### src/rtl/ldc_pkg.sv
// Purpose: constants and carrier types for the lamp dimming input control
// Assumes: 100 MHz clk, synchronous active-low reset
// Notes: register offsets follow the coil/holding numbering of the Modbus map
package ldc_pkg;
  // timebase
  localparam int CLK_PERIOD_NS = 10;
  localparam int TICK_PERIOD_NS = 10_000_000;
  localparam int TICK_CYCLES = TICK_PERIOD_NS / CLK_PERIOD_NS;
  localparam int TICK_MS = TICK_PERIOD_NS / 1_000_000;
  localparam int LONG_PRESS_MS = 1000;
  localparam int LONG_TICKS = LONG_PRESS_MS / TICK_MS;
  localparam int STEP_MS = 500;
  localparam int STEP_TICKS = STEP_MS / TICK_MS;
  localparam int TMR_W = 8;

  // register offsets
  localparam logic [15:0] ADDR_POL = 16'h0109;
  localparam logic [15:0] ADDR_STYLE = 16'h010C;
  localparam logic [15:0] ADDR_SEL = 16'h010F;
  localparam logic [15:0] ADDR_OFFACT = 16'h00A0;
  localparam logic [15:0] ADDR_STATUS = 16'h0200;

  // reset values
  localparam logic RST_POL = 1'b0;
  localparam logic RST_STYLE = 1'b0;
  localparam logic RST_SEL = 1'b0;
  localparam logic [3:0] RST_OFFACT = 4'h0;
  localparam logic [3:0] RST_LEVEL = 4'hA;
  localparam logic RST_DIR_UP = 1'b0;

  // level range and off-action code
  localparam logic [3:0] LEVEL_MIN = 4'h1;
  localparam logic [3:0] LEVEL_MAX = 4'hA;
  localparam logic [3:0] OFFACT_RELAY_OFF = 4'h0;

  // status word fields
  localparam int ST_LEVEL_LSB = 0;
  localparam int ST_ON_BIT = 4;
  localparam int ST_DIR_BIT = 5;
  localparam int ST_ADJ_BIT = 6;

  typedef enum logic [1:0]
  {
    ST_IDLE = 2'b00,
    ST_PRESS = 2'b01,
    ST_ADJ = 2'b11,
    ST_FOLLOW = 2'b10
  } ldc_state_t;

  typedef struct packed
  {
    logic [2:0] lvl;
    logic [2:0] rise;
    logic [2:0] fall;
  } ldc_sw_t;

  typedef struct packed
  {
    logic pol;
    logic style;
    logic sel;
    logic [3:0] offact;
  } ldc_cfg_t;
endpackage

### src/rtl/ldc_in_cond.sv
// Purpose: synchronise the switch inputs, apply polarity, flag edges
// Assumes: raw inputs are asynchronous to clk
// Notes: two flip-flops before any logic reads a pin
`timescale 1ns/1ns
module ldc_in_cond
  import ldc_pkg::*;
(
  // clock and reset
  input wire logic clk,
  input wire logic rstn,
  // pins and setting
  input wire logic [2:0] raw,
  input wire logic pol,
  // conditioned switches
  output ldc_sw_t sw_r
);
  logic [2:0] s1_r;
  logic [2:0] s2_r;
  logic [2:0] cur;

  always_ff @(posedge clk)
  begin
    if (!rstn)
    begin
      s1_r <= 3'h0;
      s2_r <= 3'h0;
    end
    else
    begin
      s1_r <= raw;
      s2_r <= s1_r;
    end
  end

  // input 0 has no inversion option
  assign cur = s2_r ^ {pol, pol, 1'b0};

  always_ff @(posedge clk)
  begin
    if (!rstn)
      sw_r <= '0;
    else
    begin
      sw_r.lvl <= cur;
      sw_r.rise <= cur & ~sw_r.lvl;
      sw_r.fall <= ~cur & sw_r.lvl;
    end
  end

  ch0_plain_a: assert property (@(posedge clk) disable iff (!rstn)
    $rose(pol) |=> sw_r.rise[0] == 1'b0 || $past(s2_r[0]) && !$past(sw_r.lvl[0]))
    else $error("input 0 reacted to polarity");
endmodule

### src/rtl/ldc_top.sv
// Purpose: dimmer and on/off switch interpretation for a dimming ballast
// Assumes: configuration written through the Modbus register port
// Notes: one clock, tick-based timing shortened by parameters in simulation
`timescale 1ns/1ns
module ldc_top
  import ldc_pkg::*;
#(
  parameter int TICK_CYC = TICK_CYCLES,
  parameter int LONG_T = LONG_TICKS,
  parameter int STEP_T = STEP_TICKS
)
(
  // clock and reset
  input wire logic clk,
  input wire logic rstn,
  // wall switch pins
  input wire logic [2:0] switch_input_line,
  // register port from the Modbus engine
  input wire logic [15:0] reg_addr,
  input wire logic reg_wr,
  input wire logic [15:0] reg_wdata,
  output logic [15:0] reg_rdata_r,
  // lamp
  output logic lamp_on_r,
  output logic [3:0] level_r,
  output logic adjusting_r
);
  localparam int TW = $clog2(TICK_CYC + 1);

  ldc_sw_t sw;
  ldc_cfg_t cfg_r;
  ldc_state_t state_r;
  ldc_state_t state_nxt;
  logic [TW-1:0] tick_cnt_r;
  logic tick_r;
  logic [TMR_W-1:0] hold_r;
  logic [TMR_W-1:0] step_r;
  logic dir_up_r;
  logic [4:0] stepped;
  logic [15:0] rd_nxt;
  logic dim_lvl;
  logic dim_rise;
  logic dim_fall;
  logic long_hit;
  logic sw_on_ev;
  logic off_apply;
  logic ev_toggle;
  logic ev_dim_on;
  logic ev_dim_off;
  logic ev_adj_start;
  logic ev_step;
  logic dim_ev;

  // returns {dir_up, level} after one ramp step
  function automatic logic [4:0] step_fn(input logic [3:0] lv, input logic up);
    logic [3:0] n;
    logic u;
    n = lv;
    u = up;
    if (up && lv < LEVEL_MAX)
    begin
      n = lv + 4'h1;
      u = n != LEVEL_MAX;
    end
    else if (up)
    begin
      n = LEVEL_MAX - 4'h1;
      u = 1'b0;
    end
    else if (lv > LEVEL_MIN)
    begin
      n = lv - 4'h1;
      u = n == LEVEL_MIN;
    end
    else
    begin
      // off action can park the level at the floor while heading down
      n = LEVEL_MIN + 4'h1;
      u = 1'b1;
    end
    return {u, n};
  endfunction

  ldc_in_cond u_cond
  (
    .clk(clk),
    .rstn(rstn),
    .raw(switch_input_line),
    .pol(cfg_r.pol),
    .sw_r(sw)
  );

  // registers
  always_ff @(posedge clk)
  begin
    if (!rstn)
      cfg_r <= '{pol: RST_POL, style: RST_STYLE, sel: RST_SEL, offact: RST_OFFACT};
    else if (reg_wr)
    begin
      case (reg_addr)
        ADDR_POL: cfg_r.pol <= reg_wdata[0];
        ADDR_STYLE: cfg_r.style <= reg_wdata[0];
        ADDR_SEL: cfg_r.sel <= reg_wdata[0];
        // out-of-range codes clamp to full brightness
        ADDR_OFFACT: cfg_r.offact <= (reg_wdata > 16'h000A) ? LEVEL_MAX : reg_wdata[3:0];
        default: ;
      endcase
    end
  end

  always_comb
  begin
    rd_nxt = 16'h0000;
    case (reg_addr)
      ADDR_POL: rd_nxt[0] = cfg_r.pol;
      ADDR_STYLE: rd_nxt[0] = cfg_r.style;
      ADDR_SEL: rd_nxt[0] = cfg_r.sel;
      ADDR_OFFACT: rd_nxt[3:0] = cfg_r.offact;
      ADDR_STATUS:
      begin
        rd_nxt[ST_LEVEL_LSB +: 4] = level_r;
        rd_nxt[ST_ON_BIT] = lamp_on_r;
        rd_nxt[ST_DIR_BIT] = dir_up_r;
        rd_nxt[ST_ADJ_BIT] = adjusting_r;
      end
      default: rd_nxt = 16'h0000;
    endcase
  end

  always_ff @(posedge clk)
  begin
    if (!rstn)
      reg_rdata_r <= 16'h0000;
    else
      reg_rdata_r <= rd_nxt;
  end

  // free-running tick
  always_ff @(posedge clk)
  begin
    if (!rstn)
    begin
      tick_cnt_r <= '0;
      tick_r <= 1'b0;
    end
    else if (tick_cnt_r == TW'(TICK_CYC - 1))
    begin
      tick_cnt_r <= '0;
      tick_r <= 1'b1;
    end
    else
    begin
      tick_cnt_r <= tick_cnt_r + TW'(1);
      tick_r <= 1'b0;
    end
  end

  // dimmer source and switch events
  assign dim_lvl = cfg_r.sel ? sw.lvl[2] : sw.lvl[0];
  assign dim_rise = cfg_r.sel ? sw.rise[2] : sw.rise[0];
  assign dim_fall = cfg_r.sel ? sw.fall[2] : sw.fall[0];
  assign sw_on_ev = cfg_r.sel ? sw.rise[1] : (sw.rise[1] | sw.rise[2]);
  // one switch falling while the other is still on does nothing
  assign off_apply = cfg_r.sel ? sw.fall[1] :
    ((sw.fall[1] && !sw.lvl[2]) || (sw.fall[2] && !sw.lvl[1]));
  assign long_hit = hold_r >= TMR_W'(LONG_T);

  // hold timer measures press time and off time, saturating
  always_ff @(posedge clk)
  begin
    if (!rstn)
      hold_r <= TMR_W'(LONG_T); // first toggle-on after reset is plain switching
    else if (dim_rise || dim_fall)
      hold_r <= '0;
    else if (tick_r && !long_hit)
      hold_r <= hold_r + TMR_W'(1);
  end

  // dimmer state machine
  always_comb
  begin
    state_nxt = state_r;
    case (state_r)
      ST_IDLE:
        if (dim_rise)
          state_nxt = !cfg_r.style ? ST_PRESS : (long_hit ? ST_FOLLOW : ST_ADJ);
      ST_PRESS:
        if (dim_fall)
          state_nxt = ST_IDLE;
        else if (long_hit)
          state_nxt = ST_ADJ;
      ST_ADJ:
        if (dim_fall)
          state_nxt = ST_IDLE;
      ST_FOLLOW:
        if (dim_fall)
          state_nxt = ST_IDLE;
      default: state_nxt = ST_IDLE;
    endcase
  end

  always_ff @(posedge clk)
  begin
    if (!rstn)
    begin
      state_r <= ST_IDLE;
      adjusting_r <= 1'b0;
    end
    else
    begin
      state_r <= state_nxt;
      adjusting_r <= state_nxt == ST_ADJ;
    end
  end

  assign ev_toggle = !cfg_r.style && state_r == ST_PRESS && dim_fall;
  assign ev_dim_on = cfg_r.style && state_r == ST_IDLE && dim_rise;
  assign ev_dim_off = cfg_r.style && dim_fall && state_r != ST_IDLE;
  assign ev_adj_start = state_nxt == ST_ADJ && state_r != ST_ADJ;
  assign ev_step = state_r == ST_ADJ && !dim_fall && tick_r && step_r == TMR_W'(STEP_T - 1);
  assign dim_ev = ev_toggle | ev_dim_on | ev_dim_off | ev_adj_start | ev_step;
  assign stepped = step_fn(level_r, dir_up_r);

  // ramp rate counter
  always_ff @(posedge clk)
  begin
    if (!rstn)
      step_r <= '0;
    else if (state_r != ST_ADJ || ev_step)
      step_r <= '0;
    else if (tick_r)
      step_r <= step_r + TMR_W'(1);
  end

  // lamp: switch events are applied last and win over the dimmer
  always_ff @(posedge clk)
  begin
    if (!rstn)
    begin
      lamp_on_r <= 1'b0;
      level_r <= RST_LEVEL;
      dir_up_r <= RST_DIR_UP;
    end
    else
    begin
      if (ev_toggle)
        lamp_on_r <= !lamp_on_r;
      if (ev_dim_on || ev_adj_start)
        lamp_on_r <= 1'b1;
      if (ev_dim_off)
        lamp_on_r <= 1'b0;
      if (ev_step)
      begin
        // level and direction are kept on release for the next ramp
        {dir_up_r, level_r} <= stepped;
      end
      if (sw_on_ev)
        lamp_on_r <= 1'b1;
      if (off_apply)
      begin
        lamp_on_r <= cfg_r.offact != OFFACT_RELAY_OFF;
        if (cfg_r.offact != OFFACT_RELAY_OFF)
          level_r <= cfg_r.offact;
      end
    end
  end

  ch2_ignores_ch0_a: assert property (@(posedge clk) disable iff (!rstn)
    cfg_r.sel && state_r == ST_IDLE && sw.rise[0] && !sw.rise[2] |=> state_r == ST_IDLE)
    else $error("input 0 acted as dimmer");
  pb_short_a: assert property (@(posedge clk) disable iff (!rstn)
    ev_toggle && !sw_on_ev && !off_apply |=> lamp_on_r != $past(lamp_on_r))
    else $error("short press did not toggle");
  pb_long_a: assert property (@(posedge clk) disable iff (!rstn)
    !cfg_r.style && state_r == ST_PRESS && long_hit && !dim_fall |=> adjusting_r)
    else $error("long press did not start ramp");
  ramp_stop_a: assert property (@(posedge clk) disable iff (!rstn)
    state_r == ST_ADJ && dim_fall && !off_apply |=> !adjusting_r && $stable(level_r))
    else $error("release did not stop ramp");
  ramp_cycle_a: assert property (@(posedge clk) disable iff (!rstn)
    ev_step && level_r == LEVEL_MAX && !off_apply |=> level_r == LEVEL_MAX - 4'h1 && !dir_up_r)
    else $error("ramp did not turn at top");
  restore_on_a: assert property (@(posedge clk) disable iff (!rstn)
    sw_on_ev && !off_apply && !ev_step |=> lamp_on_r && $stable(level_r))
    else $error("switch on did not restore level");
  off_action_a: assert property (@(posedge clk) disable iff (!rstn)
    off_apply |=> lamp_on_r == ($past(cfg_r.offact) != OFFACT_RELAY_OFF))
    else $error("off action not applied");
  other_on_keep_a: assert property (@(posedge clk) disable iff (!rstn)
    !cfg_r.sel && sw.fall[1] && sw.lvl[2] && !sw.rise[1] && !sw.rise[2] && !dim_ev
    |=> $stable(lamp_on_r) && $stable(level_r))
    else $error("lamp changed while other switch on");
  tg_follow_a: assert property (@(posedge clk) disable iff (!rstn)
    cfg_r.style && state_r == ST_IDLE && dim_rise && long_hit && !off_apply
    |=> lamp_on_r && !adjusting_r)
    else $error("toggle on did not light");
  tg_short_off_a: assert property (@(posedge clk) disable iff (!rstn)
    cfg_r.style && state_r == ST_IDLE && dim_rise && !long_hit |=> adjusting_r)
    else $error("short off did not start ramp");
  step_rate_a: assert property (@(posedge clk) disable iff (!rstn)
    state_r == ST_ADJ && !ev_step && !off_apply |=> $stable(level_r))
    else $error("level moved outside a step");

  pb_ramp_c: cover property (@(posedge clk) disable iff (!rstn) !cfg_r.style && ev_step);
  tg_ramp_c: cover property (@(posedge clk) disable iff (!rstn) cfg_r.style && ev_step);
  toggle_c: cover property (@(posedge clk) disable iff (!rstn) ev_toggle);
  off_act_c: cover property (@(posedge clk) disable iff (!rstn) off_apply && cfg_r.offact != 4'h0);
endmodule

### config.mk
export PLATFORM = sky130hd
export DESIGN_NAME = ldc_top
export DESIGN_NICKNAME = d
export VERILOG_FILES = /design/src/rtl/ldc_pkg.sv /design/src/rtl/ldc_in_cond.sv /design/src/rtl/ldc_top.sv
export SDC_FILE = /design/constraint.sdc
export NUM_CORES = 1
export LEC_CHECK = 0
export BUFFER_PORTS_ARGS = -buffer_cell sky130_fd_sc_hd__buf_2
export CORE_UTILIZATION = 35
export DETAILED_ROUTE_END_ITERATION = 7
export HOLD_SLACK_MARGIN = 0.1
export PLACE_DENSITY_LB_ADDON = 0.12
export SLEW_MARGIN = 20
export SYNTH_ARGS = -nofsm -noshare
export SYNTH_HDL_FRONTEND = slang
export SYNTH_SLANG_ARGS = --single-unit
### constraint.sdc
create_clock -name clk -period 5.8 [get_ports clk]
set_input_delay 1.16 -clock clk [delete_from_list [all_inputs] [get_ports clk]]
set_output_delay 1.16 -clock clk [all_outputs]
set_load 0.1 [all_outputs]
# == After elaboration in Yosys (flattened, before gate mapping) ==
# Cells that the tools add are included.
# totals
latchBits,0
n_memories,0
out_inout_bits,22
ff_bits,84
inputBits,38
elab_cells,121
rom_bits,0
ram_bits,0
# op_classes
n_addsub,5
reduce_logical,38
magnitude_cmp,4
shifts,0
n_bitwise,7
mul,0
muxes,31
div,0
n_eq_ne,14
# op_table
cell,count
$eq A16 B9 Y1 const B,3
$mux W4,7
$add A20 B1 Y20 const B,1
$eq A20 B20 Y1 const B,1
$add A8 B1 Y8 const B,2
$eq A16 B10 Y1 const B,1
$eq A16 B8 Y1 const B,1
$gt A16 B4 Y1 const B,1
$logic_and A1 B1 Y1,14
$mux W1,14
$mux W7,2
$mux W2,5
$reduce_and A2 Y1,5
$eq A8 B6 Y1 const B,1
$ge A8 B7 Y1 const B,1
$reduce_or A2 Y1,4
$and A3 B3 Y3,2
$eq A2 B2 Y1 const B,3
$logic_not A1 Y1,6
$not A3 Y3,2
$pmux W2 S3,1
$pmux W3 S2,1
$pmux W1 S5,1
$reduce_bool A5 Y1,1
15 further kinds,19

# == Depth between registers and ports, before layout ==
# depth
depth_word,12
mapped_depth,7
mapped_depth_nobuf,6

# == Cells and area by module ==
# A second synthesis with hierarchy kept.
# hier_totals
hier_cells,391
area_unflattened_um2,3565.9
# modules_own_cells
module,area_per_inst_um2,cells_each,instances,seq_area_each_um2
ldc_top,3141.8,358,1,1201.2
ldc_in_cond,424.2,33,1,300.3

# == Worst setup path after synthesis ==
# No wires, ideal clock.
# synth_path
path_kind,input-to-reg
startpoint,input reg_addr[13]
endpoint,register cfg_r[1] in the netlist's numbering
setup_ps,74
required_ps,5726
arrival_ps,2731
cell_stages,4
slack_ps,2995
path_buffers,0
cell_sequence,or4_4 -> or4_4 -> a2111o_1 -> a21oi_1
# synth_between
elab_chain_cells,2
# synth_lines
item,line_no,text
start: declaration,ldc_top.sv:19,"input wire logic [15:0] reg_addr,"
$eq A16 B8 Y1,ldc_top.sv:100,case (reg_addr)
$reduce_and A2 Y1 (no source line),-,
end signal: assignment,ldc_top.sv:97,"cfg_r <= '{pol: RST_POL, style: RST_STYLE, sel: RST_SEL, offact: RST_OFFACT};"
end: declaration,ldc_top.sv:31,ldc_cfg_t cfg_r;
# No other way between the ends.
# A chain may end at the register's enable or synchronous reset.

# == Worst setup path after layout ==
# Same ends and word-level chain as after synthesis.

==> out/summary.txt <==
Final HPWL DP: 5.597 mm
Reg clk slew, reported paths: 0.08 ns
Post-synth EDFFs: 0
Post-Syn Instances: 419
average cell area after synthesis: 8.809 um^2
post-layout minimum cycle time: 2.614 ns
Power, Total: 1.100 mW
Clock Sinks: 75
CP Capture Point: cfg_r[1]
Hold Vio Cnt, Final: 0
Post-layout nets: 515
antenna violations before repair: 0
Placer Congestion: 0.7531
R2R setup slack: 3.57 ns
largest cells by area after synthesis: dfxtp_1 (41%), nor2_1 (4.3%), xor2_1 (3.8%)
Netlist Area Pre-Place: 3691 um^2
Worst Skew: 0.01752 ns
Initial Util: 0.3591
Worst Path Arrival: 2.89 ns
first-pass GRT wire length: 13.11 mm
DRT Pass-1 Iters: 5
Startpoint Class: primary input
max-capacitance violation count: 0
WP data required: 6.07 ns
RSZ-0062 raised after global routing: no
Antenna diodes: 0
# Post-CTS Setup Buffers: 0
Crit Path Max Fanout: 5
CTS tree: yes
largest net degree at the start of global routing: 33
most frequent cells in the layout: dfxtp_1 (75), buf_2 (50), nor2_1 (42)
Reg-to-Reg Start: cfg_r[4]
Main synth FF type: dfxtp_1
layout cells sized above 1: 0.1695
via count: 3121
I/O Buffers: 50
Critical Path Start: reg_addr[13]
Final Cycle Share: 0.4506
async set-or-reset flop fraction in the synthesized netlist: 0
Ports: 60
register area share after synthesis: 0.4068
Unique masters post-synth: 55
width of the chip: 104.7 um
status: complete, no violations
Lkg Pwr: 1.603 nW
Root Driver: clkbuf_8
Layout fillers: 1098
post-route DRC violation count: 0
DP Worst Slack: 2.822 ns
Seq cells post-synth: 75
Final Max Slew Viols: 0
Setup CP Type: primary input to flop
vias in the first global route: 2824
via/cell ratio: 5.133
post-synth top area share: 0.4068
Worst-Margin Slew: 0.7642 ns
clk_lat worst skew: 0.35 ns
Rel. slew slack: 0.4760
f_max: 0.3826 GHz
DR iter-0 viols: 163
row cnt: 37
global route overflow: 0
DR WL/cell: 12.71 um
CTS buffer count: 9
final WL: 7.725 mm
Post-CTS Hold Fix Bufs: 0
Hold Slack: 0.4070 ns
Area Overhead vs Synth: 16.07%
final antenna-violating net count: 0
pwr dens: 256.7 nW/um^2
setup TNS: 0 ns
final worst slack: 3.186 ns
Die Ht: 104.7 um
CP endpoint kind: flop
worst reg2reg endpoint: level_r[3]
Warnings, synthesis: 0
area leader, netlist: dfxtp_1
Hold WC Path Type: flop to flop
post-CTS resize count: 0
# setup viols final: 0
core footprint: 10280 um^2
commonest non-fill, non-tap cell in the layout: dfxtp_1
Clock Path Buffers: 2
H-tree Lvls: 3
Max IR drop VDD: 0.1632 mV
die area: 10960 um^2
cell count of the worst reg-to-reg path: 4
GRT Total Usage: 0.1487
through the flow:
| stage | utilization | instances | instance area [um^2] |
|---|---|---|---|
| floorplan | - | 427 | 3721 |
| global placement | 0.3929 | 592 | 4038 |
| detailed placement | 0.3929 | 592 | 4038 |
| CTS | 0.4168 | 608 | 4284 |
| global route | 0.4168 | 608 | 4284 |
| finish | 0.4168 | 608 | 4284 |
logic make-up (layout without fill, tap and decap cells):
group           Yosys count  in the layout  share of synthesized area
simple gates            183            183                     0.2827
flops                    75             75                     0.4068
compound gates           72             72                     0.1312
buf+inv                  41             86                    0.05152
xor+xnor                 25             25                    0.05932
mux                      12             12                    0.03356
fa+ha+maj                10             10                    0.03390
other cells               1              9                   0.001016
report_power, final:
part	leakage (nW)	internal [mW]	total, mW	switching (mW)
combinational	0.879	0.0223	0.0797	0.0573
clock	0.116	0.289	0.491	0.203
sequential	0.607	0.522	0.529	0.00707
total	1.60	0.833	1.10	0.267
registers in the layout, indices dropped and copies added, names as in the netlist, 2 cells and up:
name and count:
cfg_r 7, u_cond.sw_r 9, hold_r 8, level_r 4
state_r 2, step_r 8, reg_rdata_r 7, u_cond.s1_r 3
tick_cnt_r 20, u_cond.s2_r 3
synthesized netlist by cell type (all sizes together) (3+ instances only):
library cell  number
dfxtp             75
nor2              42
nand2             22
nand3             20
o21ai             19
inv               18
and2              16
xor2              16
a21oi             15
nand4             15
buf               11
clkbuf            11
ha                10
nor3              10
mux2i              9
or4                9
xnor2              9
nor4               8
or3                7
and4               6
nand2b             5
nor2b              5
a211oi             4
a22o               4
a311oi             4
and3               4
o31ai              4
a31oi              3
mux2               3
nor4b              3
o211ai             3
or2                3
cell type report:
class / count / area, um^2 / area share
Clock buffer: 9 / 123.9 / 0.02891
Clock inverter: 7 / 122.6 / 0.02862
Inverter: 19 / 71.32 / 0.01665
Multi-Input combinational cell: 311 / 2037 / 0.4755
Sequential cell: 75 / 1501 / 0.3505
Tap cell: 136 / 170.2 / 0.03972
Timing Repair Buffer: 51 / 257.7 / 0.06016
worst min path at each step:
stage	slack, ns	from	cells past startpoint	to
after floorplan	0.38	u_cond.s2_r[0]	1	u_cond.sw_r[0]
after global placement	0.39	u_cond.s2_r[0]	1	u_cond.sw_r[0]
after detailed placement	0.40	u_cond.s2_r[0]	1	u_cond.sw_r[0]
after CTS	0.41	u_cond.s2_r[0]	1	u_cond.sw_r[0]
after global routing	0.43	u_cond.s2_r[0]	1	u_cond.sw_r[0]
final	0.41	u_cond.s2_r[0]	1	u_cond.sw_r[0]
critical path: stages:
cell and delay, ns:
buf_2 0.10, or4_4 0.54, or4_4 0.58, a2111o_1 0.36, a21oi_1 0.14
routing by layer:
metal	wire, um	part of all wire	GRT usage
met1	3958	0.51	0.1942
met2	3380	0.44	0.2289
met3	328	0.042	0.05303
met4	57	0.0074	0.04527
met5	0	0	0
Power figures use the tool's default switching activity.
